### src/lnkc_defines.vh
// constants of the rs-232 to rs-485 link converter
`ifndef LNKC_DEFINES_VH
`define LNKC_DEFINES_VH
// ----------------------------------------------------------------------------
// clock
// ----------------------------------------------------------------------------
`define LNKC_CLK_HZ 100000000
`define LNKC_CLK_MHZ 100
// ----------------------------------------------------------------------------
// baud switch codes and rates
// ----------------------------------------------------------------------------
`define LNKC_CODE_115K 3'b110
`define LNKC_CODE_57K 3'b111
`define LNKC_CODE_38K 3'b000
`define LNKC_CODE_19K 3'b001
`define LNKC_CODE_9K6 3'b010
`define LNKC_CODE_4K8 3'b011
`define LNKC_CODE_2K4 3'b100
`define LNKC_CODE_1K2 3'b101
`define LNKC_BAUD_115K 115200
`define LNKC_BAUD_57K 57600
`define LNKC_BAUD_38K 38400
`define LNKC_BAUD_19K 19200
`define LNKC_BAUD_9K6 9600
`define LNKC_BAUD_4K8 4800
`define LNKC_BAUD_2K4 2400
`define LNKC_BAUD_1K2 1200
// ----------------------------------------------------------------------------
// turnaround times in microseconds and their cycle counts
// ----------------------------------------------------------------------------
`define LNKC_TURN_US_115K 150
`define LNKC_TURN_US_57K 300
`define LNKC_TURN_US_38K 500
`define LNKC_TURN_US_19K 1000
`define LNKC_TURN_US_9K6 2000
`define LNKC_TURN_US_4K8 4000
`define LNKC_TURN_US_2K4 7000
`define LNKC_TURN_US_1K2 14000
`define LNKC_TURN_CYC(us) ((us) * `LNKC_CLK_MHZ)
// probe retry period while waiting for the modem's answer
`define LNKC_RETRY_US 1000000
// ----------------------------------------------------------------------------
// register offsets, fields, reset values
// ----------------------------------------------------------------------------
`define LNKC_OFS_CTRL 8'h00
`define LNKC_OFS_STATUS 8'h04
`define LNKC_OFS_CMD_LEN 8'h08
`define LNKC_OFS_CMD_DATA 8'h0c
`define LNKC_CTRL_CMD_EN 0
`define LNKC_CTRL_DATA8 1
`define LNKC_CTRL_PAR_LSB 2
`define LNKC_CTRL_RAW_FMT 4
`define LNKC_CTRL_GO 5
`define LNKC_CTRL_RESET 6'h02
`define LNKC_ST_DIR 0
`define LNKC_ST_READY 1
`define LNKC_ST_LOCKED 2
`define LNKC_ST_CODE_LSB 4
`define LNKC_ST_STATE_LSB 8
`define LNKC_PAR_NONE 2'd0
`define LNKC_PAR_EVEN 2'd1
`define LNKC_PAR_ODD 2'd2
`define LNKC_RESP_OKAY 2'b00
`define LNKC_RESP_SLVERR 2'b10
// ----------------------------------------------------------------------------
// characters and rate-detect thresholds (cycles of one start bit)
// ----------------------------------------------------------------------------
`define LNKC_CHR_A 8'h41
`define LNKC_CHR_T 8'h54
`define LNKC_CHR_CR 8'h0d
`define LNKC_CHR_O 8'h4f
`define LNKC_CHR_K 8'h4b
`define LNKC_CHR_SEP 8'h00
`define LNKC_DET_115K 17'd1302
`define LNKC_DET_57K 17'd2170
`define LNKC_DET_38K 17'd3906
`define LNKC_DET_19K 17'd7812
`endif

### src/lnkc_link_converter.v
// control logic of the rs-232 to rs-485 half-duplex link converter
//
// Register access over AXI4-Lite and the register addresses were left to the implementer.
`timescale 1ns/100ps
`default_nettype none
`include "lnkc_defines.vh"
module lnkc_link_converter #(
  parameter CMD_AW = 6,
  parameter [20:0] TURN_CYC_115K = `LNKC_TURN_CYC(`LNKC_TURN_US_115K),
  parameter [20:0] TURN_CYC_57K = `LNKC_TURN_CYC(`LNKC_TURN_US_57K),
  parameter [20:0] TURN_CYC_38K = `LNKC_TURN_CYC(`LNKC_TURN_US_38K),
  parameter [20:0] TURN_CYC_19K = `LNKC_TURN_CYC(`LNKC_TURN_US_19K),
  parameter [20:0] TURN_CYC_9K6 = `LNKC_TURN_CYC(`LNKC_TURN_US_9K6),
  parameter [20:0] TURN_CYC_4K8 = `LNKC_TURN_CYC(`LNKC_TURN_US_4K8),
  parameter [20:0] TURN_CYC_2K4 = `LNKC_TURN_CYC(`LNKC_TURN_US_2K4),
  parameter [20:0] TURN_CYC_1K2 = `LNKC_TURN_CYC(`LNKC_TURN_US_1K2),
  parameter [26:0] RETRY_CYC = `LNKC_TURN_CYC(`LNKC_RETRY_US)
) (
  // clock and reset
  input wire sys_clk,
  input wire rst,
  // axi4-lite write
  input wire [7:0] s_axi_awaddr,
  input wire s_axi_awvalid,
  output wire s_axi_awready,
  input wire [31:0] s_axi_wdata,
  input wire [3:0] s_axi_wstrb,
  input wire s_axi_wvalid,
  output wire s_axi_wready,
  output reg [1:0] s_axi_bresp,
  output reg s_axi_bvalid,
  input wire s_axi_bready,
  // axi4-lite read
  input wire [7:0] s_axi_araddr,
  input wire s_axi_arvalid,
  output wire s_axi_arready,
  output reg [31:0] s_axi_rdata,
  output reg [1:0] s_axi_rresp,
  output reg s_axi_rvalid,
  input wire s_axi_rready,
  // configuration switches
  input wire [2:0] sw_baud,
  input wire sw_multi_master_token_protocol,
  input wire sw_remote,
  input wire sw_frame11,
  // rs-232 side
  input wire rs232_txd,
  output reg rs232_rxd,
  output reg rts_out,
  output reg rts_oe,
  // rs-485 side
  input wire rs485_rxd,
  output reg rs485_txd,
  output reg rs485_de
);
  // --------------------------------------------------------------------------
  // rate and timing decode
  // --------------------------------------------------------------------------
  localparam ST_HOLD = 2'd0;
  localparam ST_SEND = 2'd1;
  localparam ST_WAIT = 2'd2;
  localparam ST_RUN = 2'd3;
  localparam PH_A = 3'd0;
  localparam PH_T = 3'd1;
  localparam PH_BODY = 3'd2;
  localparam PH_CR = 3'd3;
  localparam PH_DONE = 3'd4;

  // bit period in cycles for a baud code
  function [16:0] baud_div;
    input [2:0] code;
    reg [31:0] q;
    begin
      case (code)
        `LNKC_CODE_115K: q = `LNKC_CLK_HZ / `LNKC_BAUD_115K;
        `LNKC_CODE_57K: q = `LNKC_CLK_HZ / `LNKC_BAUD_57K;
        `LNKC_CODE_38K: q = `LNKC_CLK_HZ / `LNKC_BAUD_38K;
        `LNKC_CODE_19K: q = `LNKC_CLK_HZ / `LNKC_BAUD_19K;
        `LNKC_CODE_9K6: q = `LNKC_CLK_HZ / `LNKC_BAUD_9K6;
        `LNKC_CODE_4K8: q = `LNKC_CLK_HZ / `LNKC_BAUD_4K8;
        `LNKC_CODE_2K4: q = `LNKC_CLK_HZ / `LNKC_BAUD_2K4;
        default: q = `LNKC_CLK_HZ / `LNKC_BAUD_1K2;
      endcase
      baud_div = q[16:0];
    end
  endfunction

  // turnaround cycles for a baud code
  function [20:0] turn_cyc;
    input [2:0] code;
    begin
      case (code)
        `LNKC_CODE_115K: turn_cyc = TURN_CYC_115K;
        `LNKC_CODE_57K: turn_cyc = TURN_CYC_57K;
        `LNKC_CODE_38K: turn_cyc = TURN_CYC_38K;
        `LNKC_CODE_19K: turn_cyc = TURN_CYC_19K;
        `LNKC_CODE_9K6: turn_cyc = TURN_CYC_9K6;
        `LNKC_CODE_4K8: turn_cyc = TURN_CYC_4K8;
        `LNKC_CODE_2K4: turn_cyc = TURN_CYC_2K4;
        default: turn_cyc = TURN_CYC_1K2;
      endcase
    end
  endfunction

  // nearest of the five detectable rates for a measured start bit
  function [2:0] classify;
    input [16:0] width;
    begin
      if (width < `LNKC_DET_115K) classify = `LNKC_CODE_115K;
      else if (width < `LNKC_DET_57K) classify = `LNKC_CODE_57K;
      else if (width < `LNKC_DET_38K) classify = `LNKC_CODE_38K;
      else if (width < `LNKC_DET_19K) classify = `LNKC_CODE_19K;
      else classify = `LNKC_CODE_9K6;
    end
  endfunction

  // --------------------------------------------------------------------------
  // state and configuration
  // --------------------------------------------------------------------------
  reg [1:0] state;
  reg [2:0] phase;
  reg cmd_en, data8, raw_fmt, go;
  reg [1:0] par;
  reg [7:0] cmd_mem [0:(1 << CMD_AW) - 1];
  reg [CMD_AW-1:0] cmd_len, rd_idx;
  reg locked, measuring, line_q, dir_tx, got_o, fire_q;
  reg [2:0] lock_code;
  reg [16:0] low_cnt;
  reg [20:0] idle_cnt;
  reg [26:0] retry_cnt;
  wire mm = sw_multi_master_token_protocol;
  wire [2:0] rate_code = (mm && locked) ? lock_code : sw_baud;
  wire [16:0] bit_div = baud_div(rate_code);
  wire use_raw = !mm && raw_fmt;
  wire fmt_data8 = use_raw ? data8 : 1'b1;
  wire fmt_par_en = use_raw ? (par != `LNKC_PAR_NONE) : (mm | sw_frame11);
  wire fmt_par_odd = use_raw && (par == `LNKC_PAR_ODD);
  wire tx_ready, tx_line, rx_valid;
  wire [7:0] rx_data;
  wire [7:0] body = cmd_mem[rd_idx];
  wire body_end = (rd_idx == cmd_len) || (body == `LNKC_CHR_SEP);
  wire probe = mm && sw_remote;
  wire fire = (state == ST_SEND) && tx_ready && !fire_q && (phase != PH_DONE)
              && !(phase == PH_BODY && body_end);
  reg [7:0] tx_byte;

  // --------------------------------------------------------------------------
  // axi4-lite slave
  // --------------------------------------------------------------------------
  reg aw_hold, w_hold;
  reg [7:0] aw_addr;
  reg [31:0] w_data;
  reg [3:0] w_strb;
  wire do_write = aw_hold && w_hold && !s_axi_bvalid;
  wire [7:0] wa = {aw_addr[7:2], 2'b00};
  wire [7:0] ra = {s_axi_araddr[7:2], 2'b00};
  wire mem_we = do_write && wa == `LNKC_OFS_CMD_DATA && w_strb[0];
  assign s_axi_awready = !aw_hold && !s_axi_bvalid;
  assign s_axi_wready = !w_hold && !s_axi_bvalid;
  assign s_axi_arready = !s_axi_rvalid;

  // address and data taken in either order; the response follows both
  always @(posedge sys_clk) begin
    if (rst) begin
      aw_hold <= 1'b0;
      w_hold <= 1'b0;
      aw_addr <= 8'h00;
      w_data <= 32'h0000_0000;
      w_strb <= 4'h0;
      s_axi_bvalid <= 1'b0;
      s_axi_bresp <= `LNKC_RESP_OKAY;
      {go, raw_fmt, par, data8, cmd_en} <= `LNKC_CTRL_RESET;
      cmd_len <= {CMD_AW{1'b0}};
    end else begin
      if (s_axi_awvalid && s_axi_awready) begin
        aw_hold <= 1'b1;
        aw_addr <= s_axi_awaddr;
      end
      if (s_axi_wvalid && s_axi_wready) begin
        w_hold <= 1'b1;
        w_data <= s_axi_wdata;
        w_strb <= s_axi_wstrb;
      end
      if (s_axi_bvalid && s_axi_bready)
        s_axi_bvalid <= 1'b0;
      if (do_write) begin
        aw_hold <= 1'b0;
        w_hold <= 1'b0;
        s_axi_bvalid <= 1'b1;
        s_axi_bresp <= `LNKC_RESP_OKAY;
        if (wa == `LNKC_OFS_CTRL) begin
          if (w_strb[0])
            {go, raw_fmt, par, data8, cmd_en} <= w_data[`LNKC_CTRL_GO:0];
        end else if (wa == `LNKC_OFS_CMD_LEN) begin
          if (w_strb[0])
            cmd_len <= w_data[CMD_AW-1:0];
        end else if (wa == `LNKC_OFS_CMD_DATA) begin
          if (w_strb[0])
            cmd_len <= cmd_len + {{(CMD_AW-1){1'b0}}, 1'b1};
        end else if (wa != `LNKC_OFS_STATUS) begin
          s_axi_bresp <= `LNKC_RESP_SLVERR;
        end
      end
    end
  end

  // command string store, appended one byte per data write
  always @(posedge sys_clk) begin
    if (mem_we)
      cmd_mem[cmd_len] <= w_data[7:0];
  end

  // read answer one cycle after the address is taken
  always @(posedge sys_clk) begin
    if (rst) begin
      s_axi_rvalid <= 1'b0;
      s_axi_rdata <= 32'h0000_0000;
      s_axi_rresp <= `LNKC_RESP_OKAY;
    end else if (s_axi_rvalid) begin
      if (s_axi_rready)
        s_axi_rvalid <= 1'b0;
    end else if (s_axi_arvalid) begin
      s_axi_rvalid <= 1'b1;
      s_axi_rresp <= `LNKC_RESP_OKAY;
      s_axi_rdata <= 32'h0000_0000;
      if (ra == `LNKC_OFS_CTRL) begin
        s_axi_rdata[`LNKC_CTRL_GO:0] <= {go, raw_fmt, par, data8, cmd_en};
      end else if (ra == `LNKC_OFS_STATUS) begin
        s_axi_rdata[`LNKC_ST_DIR] <= dir_tx;
        s_axi_rdata[`LNKC_ST_READY] <= (state == ST_RUN);
        s_axi_rdata[`LNKC_ST_LOCKED] <= locked;
        s_axi_rdata[`LNKC_ST_CODE_LSB+2:`LNKC_ST_CODE_LSB] <= rate_code;
        s_axi_rdata[`LNKC_ST_STATE_LSB+1:`LNKC_ST_STATE_LSB] <= state;
      end else if (ra == `LNKC_OFS_CMD_LEN) begin
        s_axi_rdata[CMD_AW-1:0] <= cmd_len;
      end else if (ra != `LNKC_OFS_CMD_DATA) begin
        s_axi_rresp <= `LNKC_RESP_SLVERR;
      end
    end
  end

  // --------------------------------------------------------------------------
  // start-up sequencer: probe or stored commands
  // --------------------------------------------------------------------------
  // byte for the current phase
  always @* begin
    case (phase)
      PH_A: tx_byte = `LNKC_CHR_A;
      PH_T: tx_byte = `LNKC_CHR_T;
      PH_BODY: tx_byte = body;
      default: tx_byte = `LNKC_CHR_CR;
    endcase
  end

  // forwarding stays off until the sequence has finished
  always @(posedge sys_clk) begin
    if (rst) begin
      state <= ST_HOLD;
      phase <= PH_A;
      rd_idx <= {CMD_AW{1'b0}};
      retry_cnt <= 27'h000_0000;
      fire_q <= 1'b0;
      got_o <= 1'b0;
    end else begin
      fire_q <= fire; // tx needs a cycle to report busy
      if (rx_valid)
        got_o <= (rx_data == `LNKC_CHR_O);
      case (state)
        ST_HOLD: begin
          phase <= PH_A;
          rd_idx <= {CMD_AW{1'b0}};
          if (mm)
            state <= probe ? ST_SEND : ST_RUN;
          else if (go)
            state <= (cmd_en && cmd_len != {CMD_AW{1'b0}}) ? ST_SEND : ST_RUN;
        end
        ST_SEND: begin
          if (phase == PH_BODY && body_end) begin
            phase <= PH_CR; // end of one string: sent on its own
            if (rd_idx != cmd_len)
              rd_idx <= rd_idx + {{(CMD_AW-1){1'b0}}, 1'b1};
          end else if (fire) begin
            if (phase == PH_T)
              phase <= probe ? PH_CR : PH_BODY;
            else if (phase == PH_BODY)
              rd_idx <= rd_idx + {{(CMD_AW-1){1'b0}}, 1'b1};
            else if (phase == PH_CR)
              phase <= PH_DONE;
            else
              phase <= PH_T;
          end else if (phase == PH_DONE && tx_ready && !fire_q) begin
            phase <= PH_A;
            retry_cnt <= 27'h000_0000;
            if (probe)
              state <= ST_WAIT;
            else if (rd_idx == cmd_len)
              state <= ST_RUN;
          end
        end
        ST_WAIT: begin
          if (rx_valid && got_o && rx_data == `LNKC_CHR_K) begin
            state <= ST_RUN;
          end else if (retry_cnt == RETRY_CYC - 27'h000_0001) begin
            state <= ST_SEND;
          end else begin
            retry_cnt <= retry_cnt + 27'h000_0001;
          end
        end
        default: state <= ST_RUN;
      endcase
    end
  end

  // --------------------------------------------------------------------------
  // rate detection from the first start bit seen from the modem
  // --------------------------------------------------------------------------
  // a lock made mid-character garbles that character; the probe retry covers it
  always @(posedge sys_clk) begin
    if (rst) begin
      line_q <= 1'b1;
      measuring <= 1'b0;
      locked <= 1'b0;
      lock_code <= `LNKC_CODE_9K6;
      low_cnt <= 17'h0_0000;
    end else begin
      line_q <= rs232_txd;
      if (mm && !locked) begin
        if (line_q && !rs232_txd) begin
          measuring <= 1'b1;
          low_cnt <= 17'h0_0001;
        end else if (measuring && !rs232_txd && low_cnt != 17'h1_ffff) begin
          low_cnt <= low_cnt + 17'h0_0001;
        end else if (measuring && rs232_txd) begin
          measuring <= 1'b0;
          locked <= 1'b1;
          lock_code <= classify(low_cnt);
        end
      end
    end
  end

  // --------------------------------------------------------------------------
  // direction control and pins
  // --------------------------------------------------------------------------
  always @(posedge sys_clk) begin
    if (rst) begin
      dir_tx <= 1'b0;
      idle_cnt <= 21'h00_0000;
      rs485_txd <= 1'b1;
      rs485_de <= 1'b0;
      rs232_rxd <= 1'b1;
      rts_out <= 1'b0;
      rts_oe <= 1'b0;
    end else begin
      if (state != ST_RUN) begin
        dir_tx <= 1'b0;
      end else if (!rs232_txd) begin
        dir_tx <= 1'b1;
        idle_cnt <= 21'h00_0000;
      end else if (dir_tx) begin
        if (idle_cnt >= turn_cyc(rate_code) - 21'h00_0001)
          dir_tx <= 1'b0;
        else
          idle_cnt <= idle_cnt + 21'h00_0001;
      end
      rs485_txd <= rs232_txd;
      rs485_de <= (state == ST_RUN) && (dir_tx || !rs232_txd);
      if (state == ST_SEND)
        rs232_rxd <= tx_line;
      else if (state == ST_RUN && !dir_tx)
        rs232_rxd <= rs485_rxd;
      else
        rs232_rxd <= 1'b1;
      rts_oe <= sw_remote;
      rts_out <= sw_remote && (state == ST_SEND || dir_tx);
    end
  end

  // --------------------------------------------------------------------------
  // character engines for the start-up exchange
  // --------------------------------------------------------------------------
  lnkc_uart_tx u_tx (
    .sys_clk(sys_clk),
    .rst(rst),
    .bit_div(bit_div),
    .data8(fmt_data8),
    .par_en(fmt_par_en),
    .par_odd(fmt_par_odd),
    .start(fire),
    .data(tx_byte),
    .ready(tx_ready),
    .line(tx_line)
  );

  lnkc_uart_rx u_rx (
    .sys_clk(sys_clk),
    .rst(rst),
    .bit_div(bit_div),
    .data8(fmt_data8),
    .par_en(fmt_par_en),
    .line(rs232_txd),
    .data(rx_data),
    .valid(rx_valid)
  );
endmodule // lnkc_link_converter
`default_nettype wire

### src/lnkc_uart_rx.v
// serial character receiver, mid-bit sampling, parity bit skipped
`timescale 1ns/100ps
`default_nettype none
module lnkc_uart_rx (
  // clock and reset
  input wire sys_clk,
  input wire rst,
  // format
  input wire [16:0] bit_div,
  input wire data8,
  input wire par_en,
  // line and character
  input wire line,
  output reg [7:0] data,
  output reg valid
);
  reg active;
  reg [16:0] div_cnt;
  reg [3:0] idx;
  reg [7:0] sh;
  wire [3:0] last = (data8 ? 4'h9 : 4'h8) + {3'b000, par_en};

  // start found on a low level, then each bit sampled at its middle
  always @(posedge sys_clk) begin
    if (rst) begin
      active <= 1'b0;
      div_cnt <= 17'h0_0000;
      idx <= 4'h0;
      sh <= 8'h00;
      data <= 8'h00;
      valid <= 1'b0;
    end else begin
      valid <= 1'b0;
      if (!active) begin
        if (!line) begin
          active <= 1'b1;
          idx <= 4'h0;
          div_cnt <= {1'b0, bit_div[16:1]};
        end
      end else if (div_cnt != 17'h0_0000) begin
        div_cnt <= div_cnt - 17'h0_0001;
      end else begin
        div_cnt <= bit_div - 17'h0_0001;
        idx <= idx + 4'h1;
        if (idx == 4'h0 && line) begin
          active <= 1'b0; // glitch, not a start bit
        end else if (idx == last) begin
          active <= 1'b0;
          valid <= line;
          data <= data8 ? sh : {1'b0, sh[7:1]};
        end else if (idx != 4'h0 && idx <= (data8 ? 4'h8 : 4'h7)) begin
          sh <= {line, sh[7:1]};
        end
      end
    end
  end
endmodule // lnkc_uart_rx
`default_nettype wire

### src/lnkc_uart_tx.v
// serial character transmitter with selectable data bits and parity
`timescale 1ns/100ps
`default_nettype none
module lnkc_uart_tx (
  // clock and reset
  input wire sys_clk,
  input wire rst,
  // format
  input wire [16:0] bit_div,
  input wire data8,
  input wire par_en,
  input wire par_odd,
  // character
  input wire start,
  input wire [7:0] data,
  output wire ready,
  // line
  output reg line
);
  reg active;
  reg [16:0] div_cnt;
  reg [3:0] bit_cnt;
  reg [11:0] frame;
  wire par_bit = (data8 ? ^data : ^data[6:0]) ^ par_odd;
  wire p_slot = par_en ? par_bit : 1'b1;

  assign ready = ~active;

  // shift the frame out lsb first; the bit count ends it after one stop bit, spare high ones are never sent
  always @(posedge sys_clk) begin
    if (rst) begin
      active <= 1'b0;
      div_cnt <= 17'h0_0000;
      bit_cnt <= 4'h0;
      frame <= 12'hfff;
      line <= 1'b1;
    end else if (!active) begin
      line <= 1'b1;
      if (start) begin
        active <= 1'b1;
        frame <= data8 ? {2'b11, p_slot, data, 1'b0} : {3'b111, p_slot, data[6:0], 1'b0};
        bit_cnt <= (data8 ? 4'ha : 4'h9) + {3'b000, par_en};
        div_cnt <= 17'h0_0000;
      end
    end else if (div_cnt == 17'h0_0000) begin
      if (bit_cnt == 4'h0) begin
        active <= 1'b0;
        line <= 1'b1;
      end else begin
        line <= frame[0];
        frame <= {1'b1, frame[11:1]};
        bit_cnt <= bit_cnt - 4'h1;
        div_cnt <= bit_div - 17'h0_0001;
      end
    end else begin
      div_cnt <= div_cnt - 17'h0_0001;
    end
  end
endmodule // lnkc_uart_tx
`default_nettype wire
### config.mk
export PLATFORM = sky130hd
export DESIGN_NAME = lnkc_link_converter
export DESIGN_NICKNAME = d
export VERILOG_FILES = /design/src/lnkc_link_converter.v /design/src/lnkc_uart_rx.v /design/src/lnkc_uart_tx.v
export VERILOG_INCLUDE_DIRS = /design/src
export SDC_FILE = /design/constraint.sdc
export NUM_CORES = 1
export LEC_CHECK = 0
export BUFFER_PORTS_ARGS = -buffer_cell sky130_fd_sc_hd__buf_2
export CELL_PAD_IN_SITES_DETAIL_PLACEMENT = 1
export CELL_PAD_IN_SITES_GLOBAL_PLACEMENT = 1
export CORE_MARGIN = 5
export CORE_UTILIZATION = 50
export DETAILED_ROUTE_END_ITERATION = 7
export GPL_ROUTABILITY_DRIVEN = 0
export PLACE_DENSITY = 0.87
export SLEW_MARGIN = 20
export SYNTH_ARGS = -nofsm -noshare
export SYNTH_HDL_FRONTEND = slang
export SYNTH_SLANG_ARGS = --single-unit
### constraint.sdc
create_clock -name sys_clk -period 6 [get_ports sys_clk]
set_input_delay 0.3 -clock sys_clk [delete_from_list [all_inputs] [get_ports sys_clk]]
set_output_delay 0.3 -clock sys_clk [all_outputs]
set_load 0.01 [all_outputs]
# Word-level counts from Yosys, hierarchy flattened
# Memory sizes are Yosys's and may differ from the RTL's. A register that Yosys moved wholly into a read port is not among the register bits.
# Index checks and enable logic that the tools add are counted.
[op_classes]
add_sub_neg = 13
magnitude_cmp = 6
n_eq_ne = 53
mux = 124
bitwise = 12
n_reduce_logical = 88
[op_table]
columns = ["operator", "count"]
rows = [
  ["17-bit two-way mux", 9],
  ["21-bit two-way mux", 7],
  ["21-bit one-hot mux with 7 select lines", 1],
  ["27-bit two-way mux", 5],
  ["17-bit one-hot mux with 7 select lines", 1],
  ["6-bit two-way mux", 13],
  ["27-bit one-hot mux with 2 select lines", 1],
  ["17-bit by 1-bit subtractor with 17-bit output (second input constant)", 3],
  ["2-bit two-way mux", 25],
  ["12-bit two-way mux", 4],
  ["17-bit by 12-bit less-than comparator with 1-bit output (second input constant)", 2],
  ["1-bit two-way mux", 34],
  ["1-bit logical AND", 33],
  ["4-bit two-way mux", 8],
  ["3-bit two-way mux", 10],
  ["27-bit by 1-bit adder with 27-bit output (second input constant)", 1],
  ["27-bit == test (second input constant)", 1],
  ["8-bit logical NOT", 3],
  ["2-bit != test (second input constant)", 12],
  ["8-bit one-hot mux with 3 select lines", 1],
  ["21-bit by 1-bit adder with 21-bit output (second input constant)", 1],
  ["21-bit greater-or-equal comparator", 1],
  ["21-bit by 1-bit subtractor with 21-bit output (second input constant)", 1],
  ["6-bit by 2-bit == test with 1-bit output (second input constant)", 3],
  ["other kinds (54)", 116],
]
[word_totals]
reg_bits = 209
ramBits = 512
elab_cells = 341
n_memories = 1
[mem_list]
columns = ["memory", "depth", "word_bits", "rd", "rd_clocked_by_memory_dff", "wr", "line", "rtl"]
rows = [
  ["cmd_mem", 64, 8, 1, 1, 1, "lnkc_link_converter.v:124", "reg [7:0] cmd_mem [0:(1 << CMD_AW) - 1];"],
]

# Logic depth before layout (Yosys ltp)
[depth]
ltp_word = 13
depth_mapped = 23
depth_no_buf = 20

# Cells and area by module
# From an unflattened synthesis, not the netlist that was laid out.
[unflattened]
hier_cells = 2478
hier_area_um2 = 32314.7
[by_module_without_submodules]
columns = ["mod", "instances", "cells_per_inst", "area_per_inst_um2", "seq_area_each_um2"]
rows = [
  ["lnkc_link_converter", 1, 1853, 27266.2, 18117.4],
  ["lnkc_uart_rx", 1, 321, 2630.0, 780.7],
  ["lnkc_uart_tx", 1, 304, 2418.6, 660.6],
]

# Worst setup path before layout
# OpenSTA, ideal clock, no wires.
[synth_timing]
kind = "input to register"
start = "input sw_multi_master_token_protocol"
end = "register idle_cnt[18]"
setup_ns = 0.115
t_arrival_ns = 4.090
t_required_ns = 5.885
path_slack_ns = 1.795
path_stages = 22
n_path_buf = 2
cell_sequence = "clkbuf_1 nand2_1 mux2_2 inv_1 clkbuf_1 nand2_1 nor2_1 nor2_1 ha_1 a21oi_1 a21oi_1 ha_1 a21o_1 a21oi_1 o21a_1 o2111ai_1 a31o_2 a31oi_1 o21bai_1 nor4_1 a31oi_1 o21ba_2"
[synth_via]
elab_chain_cells = 12
[synth_lines]
columns = ["element", "line", "rtl"]
rows = [
  ["start, declared", "lnkc_link_converter.v:43", "input wire sw_multi_master_token_protocol,"],
  ["1-bit logical AND (*)", "lnkc_link_converter.v:132", "wire [2:0] rate_code = (mm && locked) ? lock_code : sw_baud;"],
  ["3-bit two-way mux (*)", "lnkc_link_converter.v:132", ""],
  ["3-bit == test (tied with other cells)", "lnkc_link_converter.v:92", "case (code)"],
  ["21-bit one-hot mux with 7 select lines (*)", "lnkc_link_converter.v:92", ""],
  ["21-bit two-way mux (*)", "lnkc_link_converter.v:360", "end else if (dir_tx) begin"],
  ["21-bit two-way mux (*)", "lnkc_link_converter.v:357", "end else if (!rs232_txd) begin"],
  ["21-bit two-way mux (*)", "lnkc_link_converter.v:355", "if (state != ST_RUN) begin"],
  ["21-bit two-way mux (*)", "lnkc_link_converter.v:346", "if (rst) begin"],
  ["21-bit by 1-bit subtractor with 21-bit output (*)", "lnkc_link_converter.v:361", "if (idle_cnt >= turn_cyc(rate_code) - 21'h00_0001)"],
  ["21-bit greater-or-equal comparator (*)", "lnkc_link_converter.v:361", ""],
  ["2-bit != test (no source line) (*)", "-", ""],
  ["3-bit AND reduction (no source line) (*)", "-", ""],
  ["end signal, assigned", "lnkc_link_converter.v:364", "idle_cnt <= idle_cnt + 21'h00_0001;"],
  ["end, declared", "lnkc_link_converter.v:129", "reg [20:0] idle_cnt;"],
]
# Mark *: on every way between the ends. The rest lies on a longest branch, timed or not. The select of a mux whose other input is x is not followed.
# A chain may end at the register's enable or synchronous reset.

# Worst setup path in the final report
[layout_timing]
start = "register locked"
end = "register idle_cnt[18]"
[layout_via]
elab_chain_cells = 12
[layout_lines]
columns = ["element", "line", "rtl"]
rows = [
  ["start, declared", "lnkc_link_converter.v:126", "reg locked, measuring, line_q, dir_tx, got_o, fire_q;"],
  ["start signal, assigned", "lnkc_link_converter.v:322", "locked <= 1'b0;"],
  ["start signal, assigned", "lnkc_link_converter.v:335", "locked <= 1'b1;"],
  ["1-bit logical AND (*)", "lnkc_link_converter.v:132", ""],
  ["3-bit two-way mux (*)", "lnkc_link_converter.v:132", ""],
  ["3-bit == test (tied with other cells)", "lnkc_link_converter.v:92", ""],
  ["21-bit one-hot mux with 7 select lines (*)", "lnkc_link_converter.v:92", ""],
  ["21-bit two-way mux (*)", "lnkc_link_converter.v:360", ""],
  ["21-bit two-way mux (*)", "lnkc_link_converter.v:357", ""],
  ["21-bit two-way mux (*)", "lnkc_link_converter.v:355", ""],
  ["21-bit two-way mux (*)", "lnkc_link_converter.v:346", ""],
  ["21-bit by 1-bit subtractor with 21-bit output (*)", "lnkc_link_converter.v:361", ""],
  ["21-bit greater-or-equal comparator (*)", "lnkc_link_converter.v:361", ""],
  ["2-bit != test (no source line) (*)", "-", ""],
  ["3-bit AND reduction (no source line) (*)", "-", ""],
]
# Marks and branches as above.

==> results_dict.tcl <==
set metrics [dict create \
    status "complete, no violations" \
    clock_path_buffers 3 \
    synth_area_leaders "edfxtp_1 (49%), dfxtp_1 (13%), mux4_2 (7.9%), nor2_1 (3.4%), mux2i_1 (2.9%)" \
    synth_top_area_cell "edfxtp_1" \
    setup_viol 0 \
    skew_ns 0.0443 \
    antenna_found_initial 1 \
    yosys-top-cells-count "edfxtp_1 (512), nor2_1 (279), dfxtp_1 (209), nand2_1 (200), a21oi_1 (112)" \
    worstMarginPinSlew_ns 1.14 \
    grt_max_degree 77 \
    grt_pass1_wl_mm 147 \
    ant_nets 0 \
    crit_required_ns 6.52 \
    drt_iter0_drc 2633 \
    cp-end-kind "flop" \
    drv_slew 0 \
    slew_headroom_pct 23.4 \
    ys_warn_count 0 \
    drc 0 \
    post_cts_buffers 0 \
    powerDensity_mw_per_mm2 367 \
    hold_path_class "in -> reg" \
    synth_cells 2386 \
    cp_slowest_cell "nor4_1" \
    globalRouteTotalUtil_pct 28.7 \
    cp-start-kind "flop" \
    die_w_um 260 \
    cpLargestDelayFamily "simple AND/OR/NAND/NOR gates" \
    first_pass_iters 5 \
    crit_chain "nand2_1 > mux2_2 > inv_1 > nand2_1 > nand2_1 > nand2_1 > ha_1 > nor2b_1 > xnor2_1 > ha_1 > a211o_1 > a31oi_1 > o21bai_1 > buf_4 > nor4_1 > a31oi_1 > o21ba_2" \
    fin_crit_sh_pct 84.2 \
    htree_levels 3 \
    dieHeight_um 260 \
    async_flop_share_pct 0 \
    fin_nets 2562 \
    dpl.cell_count 3197 \
    crit_buf_inv 2 \
    yosysTopAreaCellShare_pct 49.3 \
    min_period_ns 5.05 \
    regArea_mm2 0.0196 \
    wl_per_cell_um 29.2 \
    ys_seq_area_share_pct 62.7 \
    finalSetupTns_ns 0 \
    dieArea_mm2 0.0675 \
    dpl_cell_area_mm2 0.0322 \
    tritoncts "done" \
    synth-edff-count 512 \
    synth.distinct_cells 85 \
    syn-cell-area_mm2 0.0312 \
    wl_mm 97.9 \
    io_pins 113 \
    port_buffers 56 \
    grt_overflow_total 0 \
    cp_common_cell "nand2_1" \
    layout-area-overhead-vs-synth_pct 11.4 \
    syn_avg_cell_area_um2 13.1 \
    final_cells 3351 \
    numCtsBuffers 72 \
    p_leak_nw 11.7 \
    irDropWorstVdd_mv 0.522 \
    grt_pass1_vias 23300 \
    hpwlAfterDp_mm 58.8 \
    via_per_inst 6.54 \
    path_class "reg -> reg" \
    rows 91 \
    cts_root_buffer "clkbuf_16" \
    cp_max_fo 23 \
    multiInputGateArea_mm2 0.0109 \
    start_util_pct 50.5 \
    synth.most_common_cell "edfxtp_1" \
    clock_latency_ns 0.65 \
    clk_pin_slew_ns 0.06 \
    synth_top_flop_cell "edfxtp_1" \
    cpPeakStageDelay_ns 0.58 \
    drive_gt1_share_pct 14.3 \
    hold_viol 0 \
    cp_data_arrival_time_ns 5.57 \
    cts_sinks 721 \
    ys_seq_elements 721 \
    nFillCells 6027 \
    rsz0062_at_grt "false" \
    max_cap_viol_count 0 \
    fmax_mhz 198 \
    coreArea_mm2 0.0618 \
    vias 21900 \
    stdcell_area_mm2 0.0348 \
    hold_ws_ns 0.124 \
]
## what timing repair did
item,CTS,global route
hold buffers,20,0
resized for setup,0,0
endpoints found under the hold margin,19,0
## final timing paths
path | from | end | slack [ns] | depth (start not counted)
hold / removal | rst | u_tx.active$_SDFF_PP0_ | 0.12 | 2
setup / recovery | locked$_SDFFE_PP0P_ | idle_cnt[18]$_SDFFE_PP0P_ | 0.95 | 17
hold reg to reg | s_axi_rdata[9]$_SDFFE_PP0P_ | s_axi_rdata[9]$_SDFFE_PP0P_ | 0.46 | 2
setup reg to reg | locked$_SDFFE_PP0P_ | idle_cnt[18]$_SDFFE_PP0P_ | 0.95 | 17
## cell families (layout without fill, tap and decap cells)
family,Yosys count,after routing,share of synthesized area [%]
simple gates,793,793,11.9
buf+inv,185,288,2.89
flops,721,721,62.7
compound gates,349,349,7.20
other cells,1,26,0.0120
mux,210,210,11.2
xor+xnor,86,86,2.46
fa+ha+maj,41,41,1.67
## placed cells by master, fill, tap and decap left out, types with 20 or more instances in the layout
master,n
buf_2,55
o22ai_1,21
dlygate4sd3_1,20
mux4_2,109
nand2b_1,23
nand4_1,23
a211oi_1,35
o21ai_0,49
a21oi_1,112
nor4_1,20
dfxtp_1,198
nand3_1,69
xnor2_1,37
nand2_1,200
clkbuf_16,72
nor2_1,277
inv_1,34
ha_1,40
xor2_1,48
conb_1,25
nor2b_1,28
edfxtp_1,512
nor3_1,36
mux2i_1,91
and3_1,30
buf_4,38
## flip-flops by register name, summed over array words and instances (netlist names), 2 cells and up, named ones only
| name | flops |
|---|---|
| u_rx.sh | 8 |
| phase | 3 |
| state | 2 |
| w_data | 8 |
| u_tx.div_cnt | 17 |
| par | 2 |
| low_cnt | 17 |
| u_tx.frame | 10 |
| u_tx.bit_cnt | 4 |
| lock_code | 3 |
| u_rx.div_cnt | 17 |
| retry_cnt | 27 |
| cmd_len | 6 |
| aw_addr | 6 |
| idle_cnt | 21 |
| rd_idx | 6 |
| cmd_mem | 512 |
| u_rx.data | 8 |
| u_rx.idx | 4 |
| s_axi_rdata | 9 |
## layer usage
| layer | routed length, um | vias up | global-route usage [%] |
|---|---|---|---|
| li1 | - | 9075 | - |
| met1 | 34800 | 11000 | 34.8 |
| met2 | 47600 | 1437 | 48.2 |
| met3 | 9750 | 410 | 6.90 |
| met4 | 5740 | 2 | 14.4 |
| met5 | 11 | - | 0 |
## area by class of cell
class / count / share of cell area, %
Sequential cell: 721 / 56.3
Multi-Input combinational cell: 1504 / 31.2
Clock buffer: 88 / 5.47
Tap cell: 837 / 3.01
Timing Repair Buffer: 114 / 2.25
Clock inverter: 45 / 1.26
Inverter: 41 / 0.443
Antenna cell: 1 / 0.00720
## worst reg2reg max path: stages, from the launching register on
cell and delay, ns:
dfxtp_1 0.34, nand2_1 0.14, mux2_2 0.45, inv_1 0.30
nand2_1 0.17, nand2_1 0.17, nand2_1 0.23, ha_1 0.33
nor2b_1 0.16, xnor2_1 0.46, ha_1 0.36, a211o_1 0.30
a31oi_1 0.21, o21bai_1 0.11, buf_4 0.22, nor4_1 0.59
a31oi_1 0.17, o21ba_2 0.24
## per-stage QoR
| stage | setup WS (ns) | utilization, % | total power [mW] |
|---|---|---|---|
| after floorplan | 1.80 | - | 7.37 |
| after global placement | 1.26 | 52.1 | 7.86 |
| after detailed placement | 0.974 | 52.1 | 8.00 |
| after CTS | 0.995 | 56.2 | 12.6 |
| after global routing | 0.618 | 56.2 | 13.1 |
| final | 0.946 | 56.2 | 12.7 |
## power by group
group          leakage (nW)  internal (mW)  switching [mW]  total [mW]
clock                  1.13           2.48            2.10        4.58
combinational          4.21          0.830            1.62        2.45
sequential             6.40           5.47           0.241        5.71
(Power assumes the default switching activity.)
